<file path="config.mk">
export PLATFORM = sky130hd
export DESIGN_NAME = pebc_pin_assign
export DESIGN_NICKNAME = d
export VERILOG_FILES = /design/src/rtl/pebc_pkg.sv /design/src/rtl/pebc_pin_assign.sv
export VERILOG_INCLUDE_DIRS = /design/src /design/src/rtl
export SDC_FILE = /design/constraint.sdc
export NUM_CORES = 1
export LEC_CHECK = 0
export ABC_AREA = 1
export BUFFER_PORTS_ARGS = -buffer_cell sky130_fd_sc_hd__buf_2
export CAP_MARGIN = 40
export CORE_ASPECT_RATIO = 1.25
export CORE_MARGIN = 3
export CORE_UTILIZATION = 45
export DETAILED_ROUTE_END_ITERATION = 12
export GPL_TIMING_DRIVEN = 0
export PLACE_DENSITY = 0.68
export SLEW_MARGIN = 10
export SYNTH_ARGS = -nofsm -noshare
export SYNTH_HDL_FRONTEND = slang
export SYNTH_SLANG_ARGS = --single-unit
</file>
<file path="constraint.sdc">
create_clock -name clk_in -period 2.7 [get_ports clk_in]
set_input_delay 0 -clock clk_in [delete_from_list [all_inputs] [get_ports clk_in]]
set_output_delay 0 -clock clk_in [all_outputs]
set_load 0.01 [all_outputs]
</file>
<file path="src/rtl/pebc_params.svh">
// register offsets, reset values and field positions of the port e control block
`ifndef PEBC_PARAMS_SVH
`define PEBC_PARAMS_SVH

`define PEBC_OFS_DIRECTION  8'h09
`define PEBC_OFS_ASSIGN     8'h0a
`define PEBC_OFS_PULLUP     8'h0c
`define PEBC_OFS_DRIVE      8'h0d

`define PEBC_DIR_RESET      8'h00
`define PEBC_DIR_MASK       8'hfc
`define PEBC_PULLUP_RESET   8'h10
`define PEBC_PULLUP_MASK    8'hf3
`define PEBC_DRIVE_RESET    8'h00
`define PEBC_DRIVE_MASK     8'hf3

`define PEBC_ASSIGN_RST_NEX 8'h00
`define PEBC_ASSIGN_RST_SEX 8'h2c
`define PEBC_ASSIGN_RST_PER 8'hd0
`define PEBC_ASSIGN_RST_NSC 8'h90
`define PEBC_ASSIGN_RST_SSC 8'h2c

`define PEBC_BIT_DBUS_DIS   7
`define PEBC_BIT_CGM_TEST   6
`define PEBC_BIT_PIPE_OE    5
`define PEBC_BIT_NO_ECLK    4
`define PEBC_BIT_LOW_BYTE_STROBE_EN   3
`define PEBC_BIT_RW_EN      2
`define PEBC_BIT_CAL_EN     1
`define PEBC_BIT_INV_E      0

`define PEBC_BIT_PORT_K     7
`define PEBC_BIT_PORT_J     6
`define PEBC_BIT_PORT_H     5
`define PEBC_BIT_PORT_E     4
`define PEBC_BIT_PORT_B     1
`define PEBC_BIT_PORT_A     0

`endif

</file>
<file path="src/rtl/pebc_pkg.sv">
// types shared by the port e control block
package pebc_pkg;
  typedef enum logic [2:0] {
    PEBC_NORM_SINGLE,
    PEBC_SPEC_SINGLE,
    PEBC_NORM_EXP_NARROW,
    PEBC_NORM_EXP_WIDE,
    PEBC_SPEC_EXP_NARROW,
    PEBC_SPEC_EXP_WIDE,
    PEBC_PERIPHERAL
  } pebc_mode_type;
endpackage

</file>
<file path="src/rtl/pebc_pin_assign.sv">
// port e pin assignment, direction, pull-up and reduced-drive control
//
// Function
// - direction bit set means gpio output
// - pins 1,0 input only, bits read zero
// - direction register unmapped peripheral or emulation in expanded modes
// - alternate function overrides direction bit
// - normal single chip: all pins gpio
// - normal expanded: data enable, e clock only
// - special expanded: bus controls and pipe status
// - peripheral: assignment inaccessible, clock test set
// - normal write once, special except first
// - pin 7 data enable or calibration
// - clock test on pin 6, pipe wins
// - pipe status on pins 6,5 expanded only
// - no-e-clock bit write rules by mode
// - pin 4 e clock, stretch gate in single
// - low strobe on pin 3 where allowed
// - normal narrow: pin 3 driven high
// - read/write on pin 2 outside single chip
// - calibration enable writable anytime, pin 7
// - inverted e or data enable on pin 7
// - pull-ups only on input pins
// - a/b pull-ups off on bus; map removal
// - reduced drive per port, resets zero
//
// Implementation choice: the address-and-strobe port.
`include "pebc_params.svh"

module pebc_pin_assign (
  input  wire logic                   clk_in,
  input  wire logic                   rst_in,
  input  wire logic                   ce_in,
  input  wire pebc_pkg::pebc_mode_type mode_in,
  input  wire logic                   emulate_port_e_in,
  input  wire logic                   e_stretch_select_in,
  input  wire logic [7:0]             addr_in,
  input  wire logic [7:0]             wdata_in,
  input  wire logic                   wr_in,
  input  wire logic                   rd_in,
  output logic      [7:0]             rdata_out,
  output logic                        ext_access_out,
  input  wire logic [7:0]             port_data_in,
  input  wire logic [7:0]             pin_in,
  input  wire logic                   data_bus_enable_signal_in,
  input  wire logic                   e_clock_in,
  input  wire logic                   cal_reference_in,
  input  wire logic                   clockgen_test_in,
  input  wire logic                   pipe_status_high_in,
  input  wire logic                   pipe_status_low_in,
  input  wire logic                   low_byte_strobe_in,
  input  wire logic                   read_write_in,
  input  wire logic                   background_debug_tagging_in,
  output logic      [7:0]             pin_out,
  output logic      [7:0]             pin_oe_out,
  output logic      [7:0]             pin_level_out,
  output logic      [7:0]             port_e_pullup_out,
  output logic                        port_a_pullup_out,
  output logic                        port_b_pullup_out,
  output logic                        port_h_load_out,
  output logic                        port_j_load_out,
  output logic                        port_k_pullup_out,
  output logic      [5:0]             low_drive_out,
  output logic                        low_byte_tag_out
);

  ////////////////////////////////////////////////////////////////////////////
  // mode decode

  logic mode_single;
  logic mode_expanded;
  logic mode_norm_exp;
  logic mode_narrow_norm;
  logic mode_periph;
  logic mode_special;

  assign mode_single      = (mode_in == pebc_pkg::PEBC_NORM_SINGLE) ||
                            (mode_in == pebc_pkg::PEBC_SPEC_SINGLE);
  assign mode_norm_exp    = (mode_in == pebc_pkg::PEBC_NORM_EXP_NARROW) ||
                            (mode_in == pebc_pkg::PEBC_NORM_EXP_WIDE);
  assign mode_expanded    = mode_norm_exp ||
                            (mode_in == pebc_pkg::PEBC_SPEC_EXP_NARROW) ||
                            (mode_in == pebc_pkg::PEBC_SPEC_EXP_WIDE);
  assign mode_narrow_norm = (mode_in == pebc_pkg::PEBC_NORM_EXP_NARROW);
  assign mode_periph      = (mode_in == pebc_pkg::PEBC_PERIPHERAL);
  assign mode_special     = !mode_single && !mode_norm_exp ||
                            (mode_in == pebc_pkg::PEBC_SPEC_SINGLE);

  // normal: only the very first write lands; special: every write but the first
  function automatic logic guarded_write(input logic special, input logic written);
    guarded_write = special ? written : !written;
  endfunction

  function automatic logic [7:0] assign_reset(input pebc_pkg::pebc_mode_type m);
    case (m)
      pebc_pkg::PEBC_NORM_SINGLE:     assign_reset = `PEBC_ASSIGN_RST_NSC;
      pebc_pkg::PEBC_SPEC_SINGLE:     assign_reset = `PEBC_ASSIGN_RST_SSC;
      pebc_pkg::PEBC_NORM_EXP_NARROW: assign_reset = `PEBC_ASSIGN_RST_NEX;
      pebc_pkg::PEBC_NORM_EXP_WIDE:   assign_reset = `PEBC_ASSIGN_RST_NEX;
      pebc_pkg::PEBC_SPEC_EXP_NARROW: assign_reset = `PEBC_ASSIGN_RST_SEX;
      pebc_pkg::PEBC_SPEC_EXP_WIDE:   assign_reset = `PEBC_ASSIGN_RST_SEX;
      pebc_pkg::PEBC_PERIPHERAL:      assign_reset = `PEBC_ASSIGN_RST_PER;
      default:                        assign_reset = `PEBC_ASSIGN_RST_NSC;
    endcase
  endfunction

  ////////////////////////////////////////////////////////////////////////////
  // register decode

  logic dir_mapped;
  logic assign_mapped;
  logic misc_mapped;
  logic hit_dir;
  logic hit_assign;
  logic hit_pullup;
  logic hit_drive;
  logic hit_removed;

  assign dir_mapped    = !mode_periph && !(mode_expanded && emulate_port_e_in);
  assign assign_mapped = !mode_periph;
  assign misc_mapped   = !mode_periph;

  assign hit_dir    = dir_mapped    && (addr_in == `PEBC_OFS_DIRECTION);
  assign hit_assign = assign_mapped && (addr_in == `PEBC_OFS_ASSIGN);
  assign hit_pullup = misc_mapped   && (addr_in == `PEBC_OFS_PULLUP);
  assign hit_drive  = misc_mapped   && (addr_in == `PEBC_OFS_DRIVE);
  assign hit_removed = (!dir_mapped && (addr_in == `PEBC_OFS_DIRECTION)) ||
                       (mode_periph && ((addr_in == `PEBC_OFS_ASSIGN) ||
                                        (addr_in == `PEBC_OFS_PULLUP) ||
                                        (addr_in == `PEBC_OFS_DRIVE)));

  ////////////////////////////////////////////////////////////////////////////
  // registers

  logic [7:0] direction_q;
  logic [7:0] assign_q;
  logic [7:0] pullup_q;
  logic [7:0] drive_q;
  logic       assign_written_q;
  logic       drive_written_q;

  always_ff @(posedge clk_in) begin
    if (rst_in) begin
      direction_q <= `PEBC_DIR_RESET;
    end else if (ce_in && wr_in && hit_dir) begin
      direction_q <= wdata_in & `PEBC_DIR_MASK;
    end
  end

  // per-bit write enables of the assignment register
  logic       assign_guard;
  logic [7:0] assign_wmask;

  assign assign_guard = guarded_write(mode_special, assign_written_q);

  always_comb begin
    assign_wmask = 8'h00;
    assign_wmask[`PEBC_BIT_DBUS_DIS] = assign_guard;
    assign_wmask[`PEBC_BIT_PIPE_OE]  = assign_guard;
    assign_wmask[`PEBC_BIT_LOW_BYTE_STROBE_EN] = assign_guard;
    assign_wmask[`PEBC_BIT_RW_EN]    = assign_guard;
    assign_wmask[`PEBC_BIT_INV_E]    = assign_guard;
    assign_wmask[`PEBC_BIT_CGM_TEST] = mode_special && assign_written_q;
    assign_wmask[`PEBC_BIT_CAL_EN]   = 1'b1;
    assign_wmask[`PEBC_BIT_NO_ECLK]  =
      (mode_in == pebc_pkg::PEBC_SPEC_SINGLE) ||
      ((mode_in == pebc_pkg::PEBC_NORM_SINGLE) && !assign_written_q);
  end

  always_ff @(posedge clk_in) begin
    if (rst_in) begin
      assign_q <= assign_reset(mode_in);
    end else if (ce_in && wr_in && hit_assign) begin
      assign_q <= (wdata_in & assign_wmask) | (assign_q & ~assign_wmask);
    end
  end

  // first-write tracking, cleared by every reset
  always_ff @(posedge clk_in) begin
    if (rst_in) begin
      assign_written_q <= 1'b0;
      drive_written_q  <= 1'b0;
    end else if (ce_in && wr_in) begin
      if (hit_assign) begin
        assign_written_q <= 1'b1;
      end
      if (hit_drive) begin
        drive_written_q <= 1'b1;
      end
    end
  end

  always_ff @(posedge clk_in) begin
    if (rst_in) begin
      pullup_q <= `PEBC_PULLUP_RESET;
    end else if (ce_in && wr_in && hit_pullup) begin
      pullup_q <= wdata_in & `PEBC_PULLUP_MASK;
    end
  end

  always_ff @(posedge clk_in) begin
    if (rst_in) begin
      drive_q <= `PEBC_DRIVE_RESET;
    end else if (ce_in && wr_in && hit_drive &&
                 guarded_write(mode_special, drive_written_q)) begin
      drive_q <= wdata_in & `PEBC_DRIVE_MASK;
    end
  end

  ////////////////////////////////////////////////////////////////////////////
  // read port: data stand one cycle after the strobe, zero when unmapped

  logic [7:0] rd_mux;

  always_comb begin
    rd_mux = 8'h00;
    if (hit_dir) begin
      rd_mux = direction_q;
    end else if (hit_assign) begin
      rd_mux = assign_q;
    end else if (hit_pullup) begin
      rd_mux = pullup_q;
    end else if (hit_drive) begin
      rd_mux = drive_q;
    end
  end

  always_ff @(posedge clk_in) begin
    if (rst_in) begin
      rdata_out <= 8'h00;
    end else if (ce_in) begin
      rdata_out <= rd_in ? rd_mux : 8'h00;
    end
  end

  // removed registers are handed to the external bus instead
  always_ff @(posedge clk_in) begin
    if (rst_in) begin
      ext_access_out <= 1'b0;
    end else if (ce_in) begin
      ext_access_out <= (rd_in || wr_in) && hit_removed;
    end
  end

  ////////////////////////////////////////////////////////////////////////////
  // pin function selection

  logic       data_bus_enable_disable;
  logic       clockgen_test_output_enable;
  logic       pipe_status_output_enable;
  logic       no_external_e_clock;
  logic       low_strobe_pin_enable;
  logic       read_write_pin_enable;
  logic       calibration_reference_enable;
  logic       inv_e;
  logic [7:0] pin_d;
  logic [7:0] oe_d;

  assign data_bus_enable_disable  = assign_q[`PEBC_BIT_DBUS_DIS];
  assign clockgen_test_output_enable = assign_q[`PEBC_BIT_CGM_TEST];
  assign pipe_status_output_enable = assign_q[`PEBC_BIT_PIPE_OE];
  assign no_external_e_clock = assign_q[`PEBC_BIT_NO_ECLK];
  assign low_strobe_pin_enable = assign_q[`PEBC_BIT_LOW_BYTE_STROBE_EN];
  assign read_write_pin_enable  = assign_q[`PEBC_BIT_RW_EN];
  assign calibration_reference_enable  = assign_q[`PEBC_BIT_CAL_EN];
  assign inv_e = assign_q[`PEBC_BIT_INV_E];

  always_comb begin
    // gpio by default; alternate functions below override the direction bits
    pin_d = port_data_in;
    oe_d  = direction_q;
    // pin 7
    if (mode_expanded && !data_bus_enable_disable) begin
      pin_d[7] = inv_e ? !e_clock_in : data_bus_enable_signal_in;
      oe_d[7]  = 1'b1;
    end else if (calibration_reference_enable && (mode_single || mode_periph || data_bus_enable_disable)) begin
      pin_d[7] = cal_reference_in;
      oe_d[7]  = 1'b1;
    end
    // pins 6 and 5
    if (pipe_status_output_enable && mode_expanded) begin
      pin_d[6] = pipe_status_high_in;
      pin_d[5] = pipe_status_low_in;
      oe_d[6]  = 1'b1;
      oe_d[5]  = 1'b1;
    end else if (clockgen_test_output_enable && !mode_single && !mode_norm_exp) begin
      pin_d[6] = clockgen_test_in;
      oe_d[6]  = 1'b1;
    end
    // pin 4
    if (!no_external_e_clock) begin
      if (mode_periph) begin
        pin_d[4] = 1'b0;
        oe_d[4]  = 1'b0;
      end else if (!mode_single || !e_stretch_select_in) begin
        pin_d[4] = e_clock_in;
        oe_d[4]  = 1'b1;
      end
    end
    // pin 3: narrow normal mode keeps it a high output, strobe bit ignored
    if (mode_narrow_norm) begin
      pin_d[3] = 1'b1;
      oe_d[3]  = 1'b1;
    end else if (low_strobe_pin_enable && !mode_single) begin
      pin_d[3] = low_byte_strobe_in;
      oe_d[3]  = 1'b1;
    end
    // pin 2
    if (read_write_pin_enable && !mode_single) begin
      pin_d[2] = read_write_in;
      oe_d[2]  = 1'b1;
    end
    // interrupt inputs are never driven
    pin_d[1:0] = 2'b00;
    oe_d[1:0]  = 2'b00;
  end

  // reset level is mode-aware so pin 3 is already high during reset
  always_ff @(posedge clk_in) begin
    if (rst_in) begin
      pin_out    <= mode_narrow_norm ? 8'h08 : 8'h00;
      pin_oe_out <= mode_narrow_norm ? 8'h08 : 8'h00;
    end else if (ce_in) begin
      pin_out    <= pin_d;
      pin_oe_out <= oe_d;
    end
  end

  // levels stay visible on every pin, interrupt pins included
  always_ff @(posedge clk_in) begin
    if (rst_in) begin
      pin_level_out <= 8'h00;
    end else if (ce_in) begin
      pin_level_out <= pin_in;
    end
  end

  ////////////////////////////////////////////////////////////////////////////
  // pull-ups and drive strength

  logic [7:0] pe_pull_d;
  logic       ab_on_bus;

  assign ab_on_bus = mode_expanded || mode_periph;

  always_comb begin
    pe_pull_d = {8{pullup_q[`PEBC_BIT_PORT_E]}} & ~oe_d & 8'h8f;
  end

  always_ff @(posedge clk_in) begin
    if (rst_in) begin
      port_e_pullup_out <= 8'h00;
      port_a_pullup_out <= 1'b0;
      port_b_pullup_out <= 1'b0;
      port_h_load_out   <= 1'b0;
      port_j_load_out   <= 1'b0;
      port_k_pullup_out <= 1'b0;
      low_drive_out     <= 6'h00;
    end else if (ce_in) begin
      port_e_pullup_out <= pe_pull_d;
      port_a_pullup_out <= pullup_q[`PEBC_BIT_PORT_A] && !ab_on_bus;
      port_b_pullup_out <= pullup_q[`PEBC_BIT_PORT_B] && !ab_on_bus;
      port_h_load_out   <= pullup_q[`PEBC_BIT_PORT_H];
      port_j_load_out   <= pullup_q[`PEBC_BIT_PORT_J];
      port_k_pullup_out <= pullup_q[`PEBC_BIT_PORT_K];
      // order k j h e b a; independent of the function on each pin
      low_drive_out     <= {drive_q[7:4], drive_q[1:0]};
    end
  end

  ////////////////////////////////////////////////////////////////////////////
  // low-byte tag sampling at the falling edge of e

  logic e_prev_q;
  logic tag_window;

  assign tag_window = low_strobe_pin_enable && background_debug_tagging_in &&
                      ((mode_in == pebc_pkg::PEBC_SPEC_EXP_NARROW) ||
                       (mode_in == pebc_pkg::PEBC_SPEC_EXP_WIDE));

  always_ff @(posedge clk_in) begin
    if (rst_in) begin
      e_prev_q         <= 1'b0;
      low_byte_tag_out <= 1'b0;
    end else if (ce_in) begin
      e_prev_q         <= e_clock_in;
      // pin is sampled on the clock, so the edge is seen one cycle late
      low_byte_tag_out <= tag_window && e_prev_q && !e_clock_in && !pin_in[3];
    end
  end

endmodule // pebc_pin_assign

</file>
; After elaboration in Yosys (flattened, before gate mapping)
; Index checks and enable logic that the tools add are counted.
[word_totals]
register_bits = 79
in_bits = 51
output_inout_bits = 53
elab_cells = 140
[op_classes]
n_eq_ne = 10
mux = 38
bitwise = 6
n_reduce_logical = 66
[op_table]
columns = operator, count
row1 = $mux W8, 11
row2 = $eq A8 B4 Y1 const B, 4
row3 = $logic_and A1 B1 Y1, 32
row4 = $mux W1, 25
row5 = $and A8 B8 Y8, 3
row6 = $pmux W8 S3, 1
row7 = $not A8 Y8, 2
row8 = $logic_or A1 B1 Y1, 15
row9 = $logic_not A1 Y1, 12
row10 = $eq A3 B3 Y1 const B, 3
row11 = $or A8 B8 Y8, 1
row12 = $eq A3 B2 Y1 const B, 2
row13 = $mux W4, 1
row14 = $reduce_and A2 Y1, 2
row15 = $reduce_bool A2 Y1, 2
row16 = $eq A3 B1 Y1 const B, 1
row17 = $logic_not A3 Y1, 1
row18 = $reduce_or A3 Y1, 1
row19 = $reduce_or A2 Y1, 1

; Depth between registers and ports, before layout
[logic_depth]
depth_word = 11
ltp_mapped = 11
ltp_nobuf = 10

; Worst setup path before layout
; Ideal clock, no wire load.
[synth_path]
kind = input to register
start = input port addr_in[7]
end = register (tool-made name)
setup_time_ps = 361
t_arrival_ps = 1015
t_required_ps = 2339
setup_slack_ps = 1324
cell_stages = 5
path_buffers = 0
cell_sequence = nor2_1 nand2_1 nor2_1 nand3_1 o21ai_0
[synth_rtl]
columns = element, line
row1 = start: declaration, pebc_pin_assign.sv:37  ; input wire logic [7:0] addr_in,

==> results.yml <==
sta:
  slew_violations: 0
  rsz0062_at_grt: "no"
  fin_crit_ns: 1.561
  worst_slew_pin_slew_ns: 0.6140
  setup_viol: 0
  finalClockSkew_ns: 0.009809
  slew_headroom_pct: 58.92
  hold_viol: 0
  setup_tns_ns: 0
  timing.fmax_mhz: 640.6
  min_period_over_period_pct: 57.82
clocking:
  cts_buffers: 9
  ctsResizeCount: 0
  htreeDepth: 3
  clkLatencyLatePin_ns: 0.36
  cts_num_sinks: 74
  clk_pin_slew_ns: 0.09
  clockRootBuffer: "clkbuf_8"
  cts_max_path_buffers: 2
  cts_tree: "done"
yosys:
  syn_area_sq_mm: 0.003570
  ys_seq_area_share_pct: 47.11
  synth_area_per_cell_sq_um: 7.197
  postSynthCellCount: 496
  yosys.cell_types.count: 30
  synth-seq-cells: 74
  yosysWarnings: 0
grt:
  grt_antenna_before_repair: 0
  track_usage_pct: 23.52
  grt_max_degree: 15
  grt_first_pass_wirelength_um: 16410
  grt-ovfl-total: 0
  grt_pass1_vias: 3486
placement:
  gp_congestion: 0.9452
  dpl.hpwl_um: 8039
  numPortBuffers: 93
  placed_area_sq_mm: 0.004173
routing:
  drtIter0Drc: 164
  ant_nets: 0
  drt-total-wl_um: 10670
  drcViolationCount: 0
  wl_per_cell_um: 14.70
  vias_per_cell: 5.072
  dr.pass1.iters: 5
  vias: 3682
power_and_ir_drop:
  leakagePower_uw: 0.002349
  p_per_area_mw_per_mm2: 532.0
  vdd_ir_drop_max_mv: 0.3359
final_layout:
  drive_gt1_share_pct: 20.82
  mostFrequentLayoutCells: "107 x nand2_1, 98 x nor2_1, 95 x buf_2"
  fill_cells: 723
  antenna_cells: 0
  utilization_pct: 61.23
  area_delta_synth_final_pct: 29.20
  final_nets: 681
  final_cell_area_sq_mm: 0.004612
  final_common_cell: "nand2_1"
setup_path:
  crit_path_start_kind: "flip-flop"
  reg2reg_depth: 5
  cp.arrival_ns: 1.87
  critical_path_class: "flip-flop to flip-flop"
  crit_required_ns: 3.01
  cp-end-kind: "flip-flop"
  worstPathMaxFanout: 3
die:
  fp.dieH_um: 105.6
  pin_count: 104
  dieArea_sq_mm: 0.009044
  fp.dieW_um: 85.66
  placementRows: 35
  core_sq_mm: 0.007532
  initial_utilization_pct: 47.39
run_status:
  status: "complete, no violations"
job:
  cap_violations: 0
hold_path:
  holdPathStages: 4
  hold_class: "primary input to flip-flop"
## critical path, cell delays in order, from the launching register on
cell	delay, ns
edfxtp_1	0.37
inv_1	0.08
nor2_1	0.11
nand2_1	0.07
o41ai_1	0.26
dlygate4sd3_1	0.62
## area by class of cell
| type | instances | area, sq um | area share [%] |
|---|---|---|---|
| repair buffers | 116 | 695.7 | 15.08 |
| plain buffers | 24 | 145.1 | 3.147 |
| clock buffers | 10 | 137.6 | 2.984 |
| inverters | 61 | 229.0 | 4.965 |
| flip-flops and latches | 74 | 1682 | 36.46 |
| clock inverters | 6 | 71.32 | 1.546 |
| well taps | 92 | 115.1 | 2.496 |
| multi-input cells | 343 | 1536 | 33.32 |
## cell families (layout without fill, tap and decap cells)
group	after synthesis	after routing	synth area share [%]
adders and majority gates	1	1	0.3505
other	1	7	0.1051
and+or+nand+nor	266	266	31.48
AOI/OAI and AO/OA	69	69	10.48
DFF	74	74	47.11
buffers and inverters	85	217	10.48
## report_power, final
part	switching (uW)	total [uW]	leakage, uW	internal (uW)
combinational	197	325	0.00159	128
clock	457	921	0.000108	464
sequential	18.5	1210	0.000650	1190
## synthesized netlist by cell type
| library cell | instances | area, sq um |
|---|---|---|
| inv_2 | 1 | 3.750 |
| nand3_2 | 2 | 20.02 |
| buf_6 | 3 | 33.78 |
| nor2_2 | 1 | 6.260 |
| nand2_4 | 1 | 11.26 |
| conb_1 | 1 | 3.750 |
| nor2_4 | 1 | 11.26 |
| o41ai_1 | 3 | 26.28 |
| ha_1 | 1 | 12.51 |
| clkbuf_1 | 10 | 37.54 |
| o31ai_1 | 3 | 22.52 |
| edfxtp_1 | 20 | 600.6 |
| nand3b_1 | 2 | 15.01 |
| nand2_2 | 3 | 18.77 |
| nor3_1 | 2 | 10.01 |
| nand3_1 | 36 | 180.2 |
| nor2_1 | 98 | 367.9 |
| or2_2 | 1 | 6.260 |
| buf_1 | 1 | 3.750 |
| nand2_1 | 107 | 401.6 |
| nand4_1 | 12 | 75.07 |
| buf_4 | 8 | 60.06 |
| inv_1 | 57 | 214.0 |
| dfxtp_1 | 54 | 1081 |
| clkinv_1 | 3 | 11.26 |
| o21ai_0 | 42 | 210.2 |
| o21a_1 | 1 | 7.510 |
| o211ai_1 | 3 | 22.52 |
| a21oi_1 | 17 | 85.08 |
| buf_2 | 2 | 10.01 |
## stage by stage
step / cells / total power, uW / hold slack [ns] / setup slack [ns]
after CTS: 726 / 2455 / 0.007483 / 1.160
after detailed placement: 687 / 1531 / 0.2339 / 0.8121
after global routing: 726 / 2535 / 0.03078 / 1.018
after floorplan: 502 / 1401 / 0.1349 / 1.324
after global placement: 687 / 1524 / 0.2226 / 0.8334
final: 726 / 2454 / 0.01480 / 1.139
## flip-flops by register name (all words and copies together) (netlist names), 4 cells and up, named ones only
| name | flops |
|---|---|
| direction_q | 6 |
| drive_q | 6 |
| low_drive_out | 6 |
| pin_level_out | 8 |
| pin_oe_out | 6 |
| pin_out | 6 |
| port_e_pullup_out | 4 |
| pullup_q | 6 |
| rdata_out | 8 |
## metal layers
layer  wire length, um  track usage (%)  vias to the layer above
met1              4225            26.61                     1670
met2              5553            42.83                      137
met4               262            10.41                        0
met3               632            3.518                       30
li1                  -                -                     1845
met5                 0                0                        -
## final timing paths
kind / from / slack [ns] / end
setup reg to reg: flip-flop / 1.14 / low_byte_tag_out$_SDFFE_PP0P_
setup / recovery: flip-flop / 1.14 / low_byte_tag_out$_SDFFE_PP0P_
hold reg to reg: rdata_out[0]$_SDFFE_PP0P_ / 0.45 / rdata_out[0]$_SDFFE_PP0P_
hold / removal: rst_in / 0.01 / port_e_pullup_out[2]$_SDFFE_PP0P_
## what timing repair did
item / 4_1_cts / 5_1_grt
hold buffers: 23 / 0
setup buffers: 0 / 0
endpoints found under the hold margin: 21 / 0
Power figures use the tool's default switching activity.
